## config.mk

```make
export PLATFORM = sky130hd
export DESIGN_NAME = lmd_maint_ctrl
export DESIGN_NICKNAME = d
export VERILOG_FILES = /design/src/hw/lmd_pkg.sv /design/src/hw/lmd_maint_ctrl.sv
export SDC_FILE = /design/constraint.sdc
export NUM_CORES = 1
export LEC_CHECK = 0
export BUFFER_PORTS_ARGS = -buffer_cell sky130_fd_sc_hd__buf_4
export CAP_MARGIN = 10
export CORE_MARGIN = 2
export CORE_UTILIZATION = 45
export CTS_BUF_LIST = sky130_fd_sc_hd__clkbuf_16
export DETAILED_ROUTE_END_ITERATION = 10
export HOLD_SLACK_MARGIN = 0.08
export PLACE_DENSITY = 0.78
export SYNTH_ARGS = -nofsm -noshare
export SYNTH_HDL_FRONTEND = slang
export SYNTH_SLANG_ARGS = --single-unit
```

## constraint.sdc

```tcl
create_clock -name ref_clk -period 2.9 [get_ports ref_clk]
set_clock_uncertainty 0.2 [all_clocks]
set_input_delay 0.435 -clock ref_clk [delete_from_list [all_inputs] [get_ports ref_clk]]
set_output_delay 0.435 -clock ref_clk [all_outputs]
set_load 0.02 [all_outputs]
```

## src/hw/lmd_pkg.sv

```systemverilog
// Constants and types for the line maintenance and diagnostics control block
package lmd_pkg;
	// Register indices; byte address is four times the index
	localparam logic [7:0] IDX_THRESH_GAIN = 8'h0c; // Threshold and monitor gain
	localparam logic [7:0] IDX_PATT_ALARM  = 8'h0d; // Pattern and alarm control
	localparam logic [7:0] IDX_LOOPBACK    = 8'h0e; // Loopback control
	localparam logic [7:0] IDX_CODE_LEN    = 8'h0f; // Inband code lengths
	localparam logic [7:0] IDX_TX_CODE     = 8'h10; // Transmit inband code
	localparam logic [7:0] IDX_RX_ACT      = 8'h11; // Receive activate code
	localparam logic [7:0] IDX_RX_DEACT    = 8'h12; // Receive deactivate code

	// Field positions
	localparam int MG_LSB     = 0; // Monitor gain select
	localparam int SLICE_LSB  = 4; // Mark threshold select
	localparam int AUTO_ALL_ONES_ENABLE_BIT   = 0; // Auto all ones
	localparam int AIS_DURING_LOS_ENABLE_BIT   = 1; // AIS during LOS
	localparam int LAC_BIT    = 2; // Alarm criterion
	localparam int PINV_BIT   = 3; // Random pattern invert
	localparam int PCLK_BIT   = 4; // Pattern clock select
	localparam int PATT_LSB   = 5; // Transmit pattern select
	localparam int DLP_BIT    = 0; // Digital loop
	localparam int ALP_BIT    = 1; // Analog loop
	localparam int RLP_BIT    = 2; // Remote loop
	localparam int AUTO_REMOTE_LOOP_ENABLE_BIT   = 3; // Auto remote loop
	localparam int RDL_LSB    = 0; // Rx deactivate length
	localparam int RAL_LSB    = 2; // Rx activate length
	localparam int TXL_LSB    = 4; // Tx code length

	// Reset values of whole registers, reserved bits included
	localparam logic [7:0] RST_THRESH_GAIN = 8'h18;
	localparam logic [7:0] RST_PATT_ALARM  = 8'h00;
	localparam logic [7:0] RST_LOOPBACK    = 8'h00;
	localparam logic [7:0] RST_CODE_LEN    = 8'h01;
	localparam logic [7:0] RST_TX_CODE     = 8'h01;
	localparam logic [7:0] RST_RX_ACT      = 8'h01;
	localparam logic [7:0] RST_RX_DEACT    = 8'h09;

	// Writable bit masks; other bits are reserved and hold reset value
	localparam logic [7:0] WM_THRESH_GAIN = 8'h33;
	localparam logic [7:0] WM_PATT_ALARM  = 8'h7f;
	localparam logic [7:0] WM_LOOPBACK    = 8'h0f;
	localparam logic [7:0] WM_CODE_LEN    = 8'h3f;

	// Pattern generators
	localparam logic [19:0] LFSR_SEED  = 20'hf_ffff; // Any nonzero seed
	localparam int          E1_TAP_A   = 14;         // x^15 + x^14 + 1
	localparam int          E1_TAP_B   = 13;
	localparam int          T1_TAP_A   = 19;         // x^20 + x^17 + 1
	localparam int          T1_TAP_B   = 16;
	localparam logic [2:0]  CODE_BASE  = 3'h4;       // Length code 0 gives 5 bits

	// Transmit pattern select encodings
	typedef enum logic [1:0] {
		PAT_NORMAL,  // Normal data or all zeros
		PAT_ONES,    // All ones
		PAT_RANDOM,  // PRBS or QRSS
		PAT_INBAND   // Repeating inband code
	} lmd_pattern_e;

	// Loopback enables as one carrier
	typedef struct packed {
		logic autoRemote; // Automatic remote loopback
		logic remote;     // Remote loopback
		logic analog;     // Analog loopback
		logic digital;    // Digital loopback
	} lmd_loop_s;

	// Inband code settings for the receive matcher
	typedef struct packed {
		logic [1:0] actLength;   // Activate code length select
		logic [7:0] actCode;     // Activate code
		logic [1:0] deactLength; // Deactivate code length select
		logic [7:0] deactCode;   // Deactivate code
	} lmd_rxcode_s;
endpackage

```

## src/hw/lmd_maint_ctrl.sv

```systemverilog
// Line maintenance and diagnostics control with APB registers and pattern inserter
`timescale 1ns/1ps
// Notes on behaviour
// Select 00: pass data, or zeros if mclk
// Select 01: transmit continuous all ones
// Select 10: PRBS15 for E1, QRSS20 otherwise
// Select 11: repeat inband code, default 00001
// Pattern timed by transmit_clock or mclk tick
// Invert bit flips random data both directions
// Criterion bit picks LOS/AIS rule set
// AIS on receive outputs during LOS if enabled
// Auto all ones during LOS when select 00
// Loop bit 3 enables automatic remote loop
// Loop bit 2 enables remote loop
// Loop bit 1 enables analog loop
// Loop bit 0 enables digital loop
// Tx code length: 5 to 8 bits
// Rx activate length: 5 to 8, default 5
// Rx deactivate length: default 6 bits
// Mark threshold 40-70 percent, reset 01
// Monitor gain 0/22/26/32 dB, reset 00
// Tx code 8 bits, low bits used
// Rx deactivate code default 001001
// Reserved bits read reset value, ignore writes
// Writes act in the next cycle
module lmd_maint_ctrl (
	input  wire logic                ref_clk,         // 125 MHz clock
	input  wire logic                resetn,          // Async reset, active low
	input  wire logic                clkEn,           // Freezes all state but the reset synchroniser when low
	input  wire logic                psel,            // APB select
	input  wire logic                penable,         // APB access phase
	input  wire logic                pwrite,          // APB write
	input  wire logic [11:0]         paddr,           // APB byte address
	input  wire logic [31:0]         pwdata,          // APB write data
	output logic                     pready,          // APB ready
	output logic [31:0]              prdata,          // APB read data
	output logic                     pslverr,         // APB unmapped address
	input  wire logic                e1Mode,          // High for E1, low for T1/J1
	input  wire logic                txClkTick,       // Transmit clock bit strobe
	input  wire logic                mstClkTick,      // Master clock bit strobe
	input  wire logic                txDataIn,        // Normal transmit data
	input  wire logic                losDeclared,     // Loss of signal level
	input  wire logic                rxBitTick,       // Receive bit strobe
	input  wire logic                rxPosIn,         // Receive dual rail positive
	input  wire logic                rxNegIn,         // Receive dual rail negative
	output logic                     txLineData,      // Transmit data to encoder
	output logic                     rxPosOut,        // Receive dual rail positive out
	output logic                     rxNegOut,        // Receive dual rail negative out
	output logic                     rxClkOut,        // Receive clock out
	output logic                     aisActive,       // AIS being forced
	output logic                     rxPatternInvert, // Invert for pattern detector
	output logic                     alarmCriterion,  // LOS/AIS rule set
	output lmd_pkg::lmd_loop_s       loopCtrl,        // Loopback enables
	output lmd_pkg::lmd_rxcode_s     rxCodeCfg,       // Receive inband codes
	output logic [1:0]               markThreshold,   // Slicer threshold select
	output logic [1:0]               monitorGain      // Monitor gain select
);

	// Reset synchroniser
	logic rstMeta_q;   // First stage, read only by second
	logic rstSync_q;   // Released reset, active high when 1
	logic rstn;        // Synchronised active-low reset

	// Release reset through two flops
	always_ff @(posedge ref_clk or negedge resetn) begin
		if (!resetn) begin
			rstMeta_q <= 1'b0;
			rstSync_q <= 1'b0;
		end else begin
			rstMeta_q <= 1'b1;
			rstSync_q <= rstMeta_q;
		end
	end
	assign rstn = rstSync_q;

	// Register storage
	logic [7:0] threshGain_q; // Threshold and gain
	logic [7:0] pattAlarm_q;  // Pattern and alarm
	logic [7:0] loopback_q;   // Loopback control
	logic [7:0] codeLen_q;    // Code lengths
	logic [7:0] txCode_q;     // Transmit inband code
	logic [7:0] rxAct_q;      // Receive activate code
	logic [7:0] rxDeact_q;    // Receive deactivate code

	// Bus decode
	logic [9:0] wordIdx;     // Word index from byte address
	logic       accessPh;    // Access phase completing
	logic       wrStrobe;    // Write takes effect this edge
	logic       selThresh;   // Threshold register hit
	logic       selPatt;     // Pattern register hit
	logic       selLoop;     // Loopback register hit
	logic       selLen;      // Length register hit
	logic       selTxCode;   // Tx code hit
	logic       selRxAct;    // Rx activate code hit
	logic       selRxDeact;  // Rx deactivate code hit
	logic       mapped;      // Any register hit
	logic       alignedOk;   // Word aligned
	logic [7:0] rdMux;       // Selected read data
	logic [7:0] wrByte;      // Low byte of write data

	assign wordIdx    = paddr[11:2];
	assign alignedOk  = (paddr[1:0] == 2'b00);
	assign selThresh  = alignedOk && (wordIdx == {2'b00, lmd_pkg::IDX_THRESH_GAIN});
	assign selPatt    = alignedOk && (wordIdx == {2'b00, lmd_pkg::IDX_PATT_ALARM});
	assign selLoop    = alignedOk && (wordIdx == {2'b00, lmd_pkg::IDX_LOOPBACK});
	assign selLen     = alignedOk && (wordIdx == {2'b00, lmd_pkg::IDX_CODE_LEN});
	assign selTxCode  = alignedOk && (wordIdx == {2'b00, lmd_pkg::IDX_TX_CODE});
	assign selRxAct   = alignedOk && (wordIdx == {2'b00, lmd_pkg::IDX_RX_ACT});
	assign selRxDeact = alignedOk && (wordIdx == {2'b00, lmd_pkg::IDX_RX_DEACT});
	assign mapped     = selThresh | selPatt | selLoop | selLen
	                  | selTxCode | selRxAct | selRxDeact;
	// Ready follows the clock enable so a frozen block never completes a transfer
	assign pready     = clkEn;
	assign accessPh   = psel && penable && clkEn;
	assign wrStrobe   = accessPh && pwrite && mapped;
	assign wrByte     = pwdata[7:0];
	// Error only in the access phase of an unmapped transfer
	assign pslverr    = psel && penable && !mapped;

	// Read multiplexer; bits above the byte read as zero
	assign rdMux = selThresh  ? threshGain_q :
	               selPatt    ? pattAlarm_q  :
	               selLoop    ? loopback_q   :
	               selLen     ? codeLen_q    :
	               selTxCode  ? txCode_q     :
	               selRxAct   ? rxAct_q      :
	               selRxDeact ? rxDeact_q    : 8'h00;

	// Read data captured in the setup phase, steady through the access phase
	always_ff @(posedge ref_clk or negedge rstn) begin
		if (!rstn) begin
			prdata <= 32'h0000_0000;
		end else if (clkEn && psel && !penable) begin
			prdata <= {24'h00_0000, rdMux};
		end
	end

	// Merge write data with reserved bits held at reset value
	function automatic logic [7:0] keepRsvd(input logic [7:0] wr,
	                                        input logic [7:0] msk,
	                                        input logic [7:0] rst);
		keepRsvd = (wr & msk) | (rst & ~msk);
	endfunction

	// Configuration register writes
	always_ff @(posedge ref_clk or negedge rstn) begin
		if (!rstn) begin
			threshGain_q <= lmd_pkg::RST_THRESH_GAIN;
			pattAlarm_q  <= lmd_pkg::RST_PATT_ALARM;
			loopback_q   <= lmd_pkg::RST_LOOPBACK;
			codeLen_q    <= lmd_pkg::RST_CODE_LEN;
		end else if (wrStrobe) begin
			if (selThresh) begin
				threshGain_q <= keepRsvd(wrByte, lmd_pkg::WM_THRESH_GAIN,
				                         lmd_pkg::RST_THRESH_GAIN);
			end
			if (selPatt) begin
				pattAlarm_q <= keepRsvd(wrByte, lmd_pkg::WM_PATT_ALARM,
				                        lmd_pkg::RST_PATT_ALARM);
			end
			if (selLoop) begin
				loopback_q <= keepRsvd(wrByte, lmd_pkg::WM_LOOPBACK,
				                       lmd_pkg::RST_LOOPBACK);
			end
			if (selLen) begin
				codeLen_q <= keepRsvd(wrByte, lmd_pkg::WM_CODE_LEN,
				                      lmd_pkg::RST_CODE_LEN);
			end
		end
	end

	// Code register writes; full bytes, no reserved bits
	always_ff @(posedge ref_clk or negedge rstn) begin
		if (!rstn) begin
			txCode_q  <= lmd_pkg::RST_TX_CODE;
			rxAct_q   <= lmd_pkg::RST_RX_ACT;
			rxDeact_q <= lmd_pkg::RST_RX_DEACT;
		end else if (wrStrobe) begin
			if (selTxCode) begin
				txCode_q <= wrByte;
			end
			if (selRxAct) begin
				rxAct_q <= wrByte;
			end
			if (selRxDeact) begin
				rxDeact_q <= wrByte;
			end
		end
	end

	// Field views
	lmd_pkg::lmd_pattern_e pattSel;   // Transmit pattern select
	logic                  pattClk;   // Pattern clock select
	logic                  randInv;   // Random pattern invert
	logic                  aisEn;     // AIS during LOS enable
	logic                  autoOnes;  // Auto all ones enable
	logic [1:0]            txLenSel;  // Tx code length select

	assign pattSel  = lmd_pkg::lmd_pattern_e'(pattAlarm_q[lmd_pkg::PATT_LSB +: 2]);
	assign pattClk  = pattAlarm_q[lmd_pkg::PCLK_BIT];
	assign randInv  = pattAlarm_q[lmd_pkg::PINV_BIT];
	assign aisEn    = pattAlarm_q[lmd_pkg::AIS_DURING_LOS_ENABLE_BIT];
	assign autoOnes = pattAlarm_q[lmd_pkg::AUTO_ALL_ONES_ENABLE_BIT];
	assign txLenSel = codeLen_q[lmd_pkg::TXL_LSB +: 2];

	// Settings go straight out of the registers, so they act the cycle after a write
	assign alarmCriterion     = pattAlarm_q[lmd_pkg::LAC_BIT];
	assign rxPatternInvert    = randInv;
	assign loopCtrl.autoRemote = loopback_q[lmd_pkg::AUTO_REMOTE_LOOP_ENABLE_BIT];
	assign loopCtrl.remote     = loopback_q[lmd_pkg::RLP_BIT];
	assign loopCtrl.analog     = loopback_q[lmd_pkg::ALP_BIT];
	assign loopCtrl.digital    = loopback_q[lmd_pkg::DLP_BIT];
	assign markThreshold      = threshGain_q[lmd_pkg::SLICE_LSB +: 2];
	assign monitorGain        = threshGain_q[lmd_pkg::MG_LSB +: 2];
	assign rxCodeCfg.actLength   = codeLen_q[lmd_pkg::RAL_LSB +: 2];
	assign rxCodeCfg.deactLength = codeLen_q[lmd_pkg::RDL_LSB +: 2];
	assign rxCodeCfg.actCode     = rxAct_q;
	assign rxCodeCfg.deactCode   = rxDeact_q;

	// Pattern timing
	logic internalPat;  // An internal pattern drives the line
	logic autoOnesNow;  // Auto all ones active
	logic patTick;      // Bit strobe for the transmit output

	// Auto all ones only while select is 00 and LOS persists
	assign autoOnesNow = autoOnes && losDeclared && (pattSel == lmd_pkg::PAT_NORMAL);
	// Normal data with clock select 0 and no auto all ones is the only case not internally generated
	assign internalPat = !((pattSel == lmd_pkg::PAT_NORMAL) && !pattClk) || autoOnesNow;
	// Internal patterns use the selected reference, normal data the transmit clock
	assign patTick = internalPat ? (pattClk ? mstClkTick : txClkTick) : txClkTick;

	// Random sequence generator
	logic [19:0] lfsr_q;    // Shared shift register
	logic        lfsrFb;    // Feedback bit
	logic        lfsrOut;   // Raw random bit
	logic        randBit;   // Random bit after inversion

	// Taps depend on the line standard
	assign lfsrFb  = e1Mode ? (lfsr_q[lmd_pkg::E1_TAP_A] ^ lfsr_q[lmd_pkg::E1_TAP_B])
	                        : (lfsr_q[lmd_pkg::T1_TAP_A] ^ lfsr_q[lmd_pkg::T1_TAP_B]);
	assign lfsrOut = e1Mode ? lfsr_q[lmd_pkg::E1_TAP_A] : lfsr_q[lmd_pkg::T1_TAP_A];
	assign randBit = lfsrOut ^ randInv;

	// Step once per pattern bit; a zero state would lock up, so reseed it
	always_ff @(posedge ref_clk or negedge rstn) begin
		if (!rstn) begin
			lfsr_q <= lmd_pkg::LFSR_SEED;
		end else if (clkEn && patTick) begin
			if (lfsr_q == 20'h0_0000) begin
				lfsr_q <= lmd_pkg::LFSR_SEED;
			end else begin
				lfsr_q <= {lfsr_q[18:0], lfsrFb};
			end
		end
	end

	// Inband code sequencer
	logic [2:0] codePtr_q;  // Current bit position in the code
	logic [2:0] codeTop;    // Highest bit used
	logic       codeBit;    // Bit being sent

	// Length select 0..3 means 5..8 bits from bit 0 upward
	assign codeTop = lmd_pkg::CODE_BASE + {1'b0, txLenSel};
	assign codeBit = txCode_q[codePtr_q];

	// Sends the highest used bit first, then counts down to bit 0 and repeats
	always_ff @(posedge ref_clk or negedge rstn) begin
		if (!rstn) begin
			codePtr_q <= 3'h4;
		end else if (clkEn && patTick) begin
			if (pattSel != lmd_pkg::PAT_INBAND || codePtr_q == 3'h0 || codePtr_q > codeTop) begin
				codePtr_q <= codeTop;
			end else begin
				codePtr_q <= codePtr_q - 3'h1;
			end
		end
	end

	// Transmit source selection
	logic txNext;  // Next transmit bit

	always_comb begin
		txNext = txDataIn;
		unique case (pattSel)
			lmd_pkg::PAT_NORMAL: begin
				// Auto all ones overrides; otherwise data or zeros
				txNext = autoOnesNow ? 1'b1 : (pattClk ? 1'b0 : txDataIn);
			end
			lmd_pkg::PAT_ONES: begin
				txNext = 1'b1;
			end
			lmd_pkg::PAT_RANDOM: begin
				txNext = randBit;
			end
			lmd_pkg::PAT_INBAND: begin
				txNext = codeBit;
			end
		endcase
	end

	// Transmit output flop, updated on the selected bit strobe
	always_ff @(posedge ref_clk or negedge rstn) begin
		if (!rstn) begin
			txLineData <= 1'b0;
		end else if (clkEn && patTick) begin
			txLineData <= txNext;
		end
	end

	// Receive side AIS forcing
	logic aisNow;     // AIS is to be forced
	logic aisPhase_q; // Alternates marks between rails

	// AIS only while LOS is declared and the enable is set
	assign aisNow = aisEn && losDeclared;

	// Receive outputs: dual rail all-ones alternates marks across the two rails
	always_ff @(posedge ref_clk or negedge rstn) begin
		if (!rstn) begin
			rxPosOut   <= 1'b0;
			rxNegOut   <= 1'b0;
			aisPhase_q <= 1'b0;
			aisActive  <= 1'b0;
		end else if (clkEn) begin
			aisActive <= aisNow;
			if (aisNow) begin
				// Receive clock may be lost, so AIS is timed by the master clock
				if (mstClkTick) begin
					rxPosOut   <= !aisPhase_q;
					rxNegOut   <= aisPhase_q;
					aisPhase_q <= !aisPhase_q;
				end
			end else if (rxBitTick) begin
				rxPosOut <= rxPosIn;
				rxNegOut <= rxNegIn;
			end
		end
	end

	// Receive clock follows the active strobe; one flop keeps it glitch free
	always_ff @(posedge ref_clk or negedge rstn) begin
		if (!rstn) begin
			rxClkOut <= 1'b0;
		end else if (clkEn) begin
			rxClkOut <= aisNow ? mstClkTick : rxBitTick;
		end
	end

endmodule // lmd_maint_ctrl

```

==> results of run 1 <==
-- path summary, 6_finish.rpt --
check                      slack (ps)                       end
min reg2reg                       160       rstSync_q$_DFF_PN0_
max                               560                   pslverr
min in group asynchronous         210       rstSync_q$_DFF_PN0_
max reg2reg                       750  codePtr_q[1]$_DFFE_PN0P_
max in group asynchronous        1540     prdata[4]$_DFFE_PN0P_
min                               140  rxDeact_q[7]$_DFFE_PN0P_
-- area by class of cell --
cell class	instances	area share, %
Tap cell	133	3.12
Sequential cell	84	40.2
Inverter	11	0.775
Clock buffer	9	4.23
Multi-Input combinational cell	280	38.9
Clock inverter	7	1.03
Timing Repair Buffer	83	11.7
-- flip-flops by register name (all words and copies together), names as in the netlist, 3 cells and up --
register and cells:
lfsr_q 20, txCode_q 8, codePtr_q 3, codeLen_q 6, pattAlarm_q 7, rxAct_q 8, prdata 8, threshGain_q 4
rxDeact_q 8, loopback_q 4
-- synth_stat cells, types with 4 or more instances --
cell type  number
mux2i_1        11
nor2_1         15
nand2_1        21
nor4_1          6
a31oi_1         5
nor3_1          6
dfrtp_1        57
inv_1          11
nand2_4         4
a21oi_1        18
o21ai_0        16
mux2_2         48
dfstp_2        27
clkbuf_1       12
ha_1            4
nor2b_1         7
nand3_1        12
buf_4          31
nand2b_1        5
o22a_1         21
-- metal layers --
metal	vias up	GRT usage, %	share of wire, %
met5	-	0	0
met4	0	5.98	1.6
met3	20	5.16	8.6
met2	177	31.2	46
met1	1721	28.0	43
li1	1563	-	-
-- power by group --
| part | switching (W) | total (W) | internal [W] |
|---|---|---|---|
| clock | 0.000498 | 0.00109 | 0.000593 |
| combinational | 0.000173 | 0.000320 | 0.000148 |
| sequential | 0.0000906 | 0.00139 | 0.00130 |
| total | 0.000761 | 0.00280 | 0.00204 |
-- timing repair --
item / 4_1_cts / 5_1_grt
resized for setup: 0 / 0
buffers inserted: 0 / 0
endpoints found under the hold margin: 2 / 0
hold buffers: 1 / 0
-- metrics by stage --
step | cell area, um^2 | total power [W]
after detailed placement | 5040 | 0.00173
final | 5330 | 0.00280
after global placement | 5040 | 0.00171
after floorplan | 4540 | 0.00161
after global routing | 5330 | 0.00291
after CTS | 5330 | 0.00282
-- cell families (layout without fill, tap and decap cells) --
kind of cell	after synthesis	after routing	synth area share, %
flops	84	84	47.9
xor+xnor	4	4	0.786
buf+inv	57	110	7.49
simple gates	100	100	14.0
fa+ha+maj	4	4	1.12
other cells	2	25	0.168
mux	60	60	14.8
compound gates	87	87	13.7
==> flow_metrics.tcl, run 1 <==
set metrics [dict create \
    run_status "completed" \
    synth_edf_count 0 \
    post-route-period-util_pct 80.8 \
    cts_root_buffer "clkbuf_16" \
    multi_input_area_mm2 0.00207 \
    gp_congestion 0.911 \
    via_per_inst 5.73 \
    vdd_ir_drop_max_uv 296 \
    finalWorstSetupSlack_ps 557 \
    worstSetupStartpointType "input port" \
    slew_viol_final 0 \
    grt_pass1_wl_um 17300 \
    final.min_clock_period_ps 2340 \
    routedWlPerCell_um 17.7 \
    post-place-ws_ps 461 \
    path_clk_slew_ps 60 \
    grt_pass1_vias 3337 \
    vias 3481 \
    grt_max_degree 83 \
    crit_start "paddr[0]" \
    yosysWarnings 0 \
    regArea_mm2 0.00214 \
    max_freq_mhz 427 \
    powerDensity_mw_per_mm2 526 \
    netlist_area_mm2 0.00446 \
    dp_hpwl_um 7580 \
    clock_latency_ps 340 \
    setup-tns-final_ps 0 \
    synthArstFlopShare_pct 100 \
    drc 0 \
    cp_num_buf_inv 2 \
    cp_max_fo 7 \
    fp.dieH_um 104 \
    worst_hold_path_type "input port to flop" \
    critPathTopFamily "simple AND/OR/NAND/NOR gates" \
    slew_headroom_pct 32.1 \
    avgSynthCellArea_um2 11.2 \
    grt-ovfl-total 0 \
    num_rows 36 \
    ys_ff_latch 84 \
    cts_sinks 84 \
    finalNonFillerCells 607 \
    fill_cells 836 \
    cts_buffers 9 \
    path_class "input port to primary output" \
    ys_types 59 \
    critical_path_arrival_ps 1710 \
    synth_area_leaders "dfrtp_1 (32%), dfstp_2 (16%), mux2_2 (12%), buf_4 (5.2%), o22a_1 (4.1%)" \
    cpMostUsedCell "buf_4" \
    die_x_um 104 \
    synthCells 398 \
    dieArea_mm2 0.0107 \
    io_pins 127 \
    core_region_area_mm2 0.00968 \
    max_stage_delay_ps 430 \
    final_cell_mix "buf_4 (82), dfrtp_1 (56), mux2_2 (48)" \
    hold_violations 0 \
    io_buffers 78 \
    drtPass1Iterations 6 \
    htreeDepth 3 \
    synth_seq_area_share_pct 47.9 \
    setup_viol 0 \
    final_common_cell "buf_4" \
    rsz0062_at_grt "no" \
    worst-r2r-cell-count 6 \
    ant_nets 0 \
    max_slew.worst_pin.slew_ps 1020 \
    hold_depth 2 \
    cts_tree "built" \
    track_usage_pct 20.1 \
    drive_gt1_share_pct 40.1 \
    slowest_stage "nor4_4" \
    maxCapViolations 0 \
    crit_cells 5 \
    final_util_pct 55.0 \
    max-clock-path-buffers 2 \
    crit_required_ps 2270 \
    endpoint_kind "primary output" \
    netlist.area_leader.share_pct 32.0 \
    r2r-start "codePtr_q[1]$_DFFE_PN0P_" \
    grt_antenna_before_repair 0 \
    holdWs_ps 137 \
    synthFlopType "dfrtp_1" \
    final_nets 531 \
    drt_iter0_drc 216 \
    synth_top_cell_by_area "dfrtp_1" \
    start_util_pct 46.0 \
    cp_cell_sequence "buf_4, nor4_4, nand2_4, o311a_2, buf_4" \
    leakagePower_nw 2.50 \
    n_antenna_cell 0 \
    hold_start "pwdata[7]" \
    placed_cells 590 \
    syn2layout_area_growth_pct 19.5 \
    routed_wl_um 10700 \
]
Power figures use the tool's default switching activity.
==> inputs of run 2 (changes only) <==
--- a/config.mk
+++ b/config.mk
@@ -12,7 +12,7 @@
 export CTS_BUF_LIST = sky130_fd_sc_hd__clkbuf_16
 export DETAILED_ROUTE_END_ITERATION = 10
 export HOLD_SLACK_MARGIN = 0.08
-export PLACE_DENSITY = 0.78
+export PLACE_DENSITY = 0.8
 export SYNTH_ARGS = -nofsm -noshare
 export SYNTH_HDL_FRONTEND = slang
 export SYNTH_SLANG_ARGS = --single-unit
==> constraint.sdc (replaced) <==
create_clock -name ref_clk -period 2 [get_ports ref_clk]
set_clock_uncertainty 0.2 [all_clocks]
set_input_delay 0.3 -clock ref_clk [delete_from_list [all_inputs] [get_ports ref_clk]]
set_output_delay 0.3 -clock ref_clk [all_outputs]
set_load 0.02 [all_outputs]
==> run 2 against run 1 <==
First-iteration DRC count increased by 62%. Register-to-register slack lost 650 ps. Sequential share of layout area down 3.4 points. Highest routed layer unchanged. Via count grew 7.2%. Total power rose by 60%. Die area did not move. Critical path type unchanged.
==> flow_metrics.tcl, run 2 (same netlist as run 1, synthesis figures left out) <==
set metrics [dict create \
    regArea_mm2 0.00214 \
    grt_max_degree 32 \
    final_util_pct 60.1 \
    max_freq_mhz 501 \
    rsz0062_at_grt "yes" \
    max-clock-path-buffers 2 \
    fp.dieH_um 104 \
    syn2layout_area_growth_pct 30.5 \
    track_usage_pct 22.5 \
    grt_pass1_vias 3795 \
    worst_hold_path_type "flop to async pin" \
    dr_wl_met3_um 829 \
    io_pins 127 \
    wl_met1_um 5190 \
    post-route-period-util_pct 99.8 \
    num_rows 36 \
    worstSetupStartpointType "input port" \
    final_nets 576 \
    crit_required_ps 1500 \
    multi_input_area_mm2 0.00210 \
    routedWlPerCell_um 18.2 \
    critical_path_arrival_ps 1500 \
    powerDensity_mw_per_mm2 770 \
    vias 3732 \
    cp_cell_sequence "buf_4, nor4_4, nand2_4, o311a_2, buf_4" \
    highest_layer "met4" \
    gp_congestion 0.962 \
    final_common_cell "buf_4" \
    final_cell_mix "buf_4 (113), dfrtp_1 (56), mux2_2 (47)" \
    start_util_pct 46.0 \
    drt_iter0_drc 350 \
    routed-wl-met2_um 5640 \
    routed_wl_um 11900 \
    clock_latency_ps 340 \
    path_class "input port to primary output" \
    largest_register "lfsr_q" \
    setup_viol 0 \
    die_x_um 104 \
    slew_viol_final 0 \
    hold_violations 0 \
    path_clk_slew_ps 70 \
    vdd_ir_drop_max_uv 370 \
    io_buffers 78 \
    final.min_clock_period_ps 2000 \
    cts_buffers 9 \
    fill_cells 755 \
    cts_sinks 84 \
    htreeDepth 3 \
    drive_gt1_share_pct 43.5 \
    postPlaceCellArea_mm2 0.00530 \
    grt_antenna_before_repair 0 \
    maxCapViolations 0 \
    cts_tree "built" \
    endpoint_kind "primary output" \
    drtPass1Iterations 5 \
    dp_hpwl_um 8500 \
    drc 0 \
    slowest_stage "nor4_4" \
    power.total_w 0.00448 \
    cpMostUsedCell "buf_4" \
    cts_root_buffer "clkbuf_16" \
    max_stage_delay_ps 390 \
    dieArea_mm2 0.0107 \
    cp_max_fo 3 \
    leakagePower_nw 2.75 \
    via_per_inst 5.72 \
    ant_nets 0 \
    core_region_area_mm2 0.00968 \
    fin_area_mm2 0.00582 \
    holdWs_ps 65.8 \
    n_antenna_cell 0 \
    run_status "completed" \
    largest_reg_flops 20 \
    grt-ovfl-total 0 \
    grt_pass1_wl_um 19300 \
]
[run 2: worst paths after layout]
kind	depth (start not counted)	end	slack (ps)	startpoint
hold / removal	0	rxAct_q[3]$_DFFE_PN0P_	70	rstSync_q$_DFF_PN0_
setup / recovery	5	pslverr	4	paddr[8]
max in group asynchronous	3	rstSync_q$_DFF_PN0_	840	resetn
setup reg to reg	7	codePtr_q[1]$_DFFE_PN0P_	100	codeLen_q[5]$_DFFE_PN0P_
hold reg to reg	0	rxAct_q[3]$_DFFE_PN0P_	70	rstSync_q$_DFF_PN0_
min in group ref_clk	3	lfsr_q[0]$_DFFE_PN1P_	80	e1Mode
[run 2: per-layer routing]
layer / vias to the layer above / track usage, %
met3: 19 / 4.22
li1: 1646 / -
met1: 1894 / 31.2
met5: - / 0
met2: 173 / 35.5
met4: 0 / 8.40
[run 2: what timing repair did]
item | in CTS | in global routing
pin swaps | 0 | 4
hold endpoints to repair | 37 | 0
gates resized for setup | 2 | 4
hold buffers | 13 | 0
buffers inserted | 0 | 2
endpoints found under the setup margin | 2 | 4
[run 2: cell type report]
type	count	area share [%]
Sequential cell	84	36.8
Multi-Input combinational cell	280	36.2
Timing Repair Buffer	128	17.5
Clock buffer	9	3.87
Tap cell	133	2.86
Clock inverter	7	2.09
Inverter	11	0.710
[run 2: per-stage QoR]
step | setup slack, ps | setup TNS (ps) | cells
floorplan | 79.1 | 0 | 421
global placement | -78.7 | -1170 | 621
detailed placement | -90.8 | -1940 | 621
CTS | 15.8 | 0 | 650
global route | 0.0848 | 0 | 652
finish | 3.83 | 0 | 652
[run 2: critical path, delay by kind of cell]
kind / cells / cell delay, ps
compound gates: 1 / 390
buf+inv: 2 / 280
simple gates: 2 / 520
[run 2: where the power goes]
| part | internal (W) | leakage [nW] | total, W | switching, W |
|---|---|---|---|---|
| logic | 0.000257 | 1.52 | 0.000539 | 0.000282 |
| clock network | 0.00123 | 0.171 | 0.00194 | 0.000708 |
| registers | 0.00189 | 1.06 | 0.00200 | 0.000113 |
| total | 0.00337 | 2.75 | 0.00448 | 0.00110 |
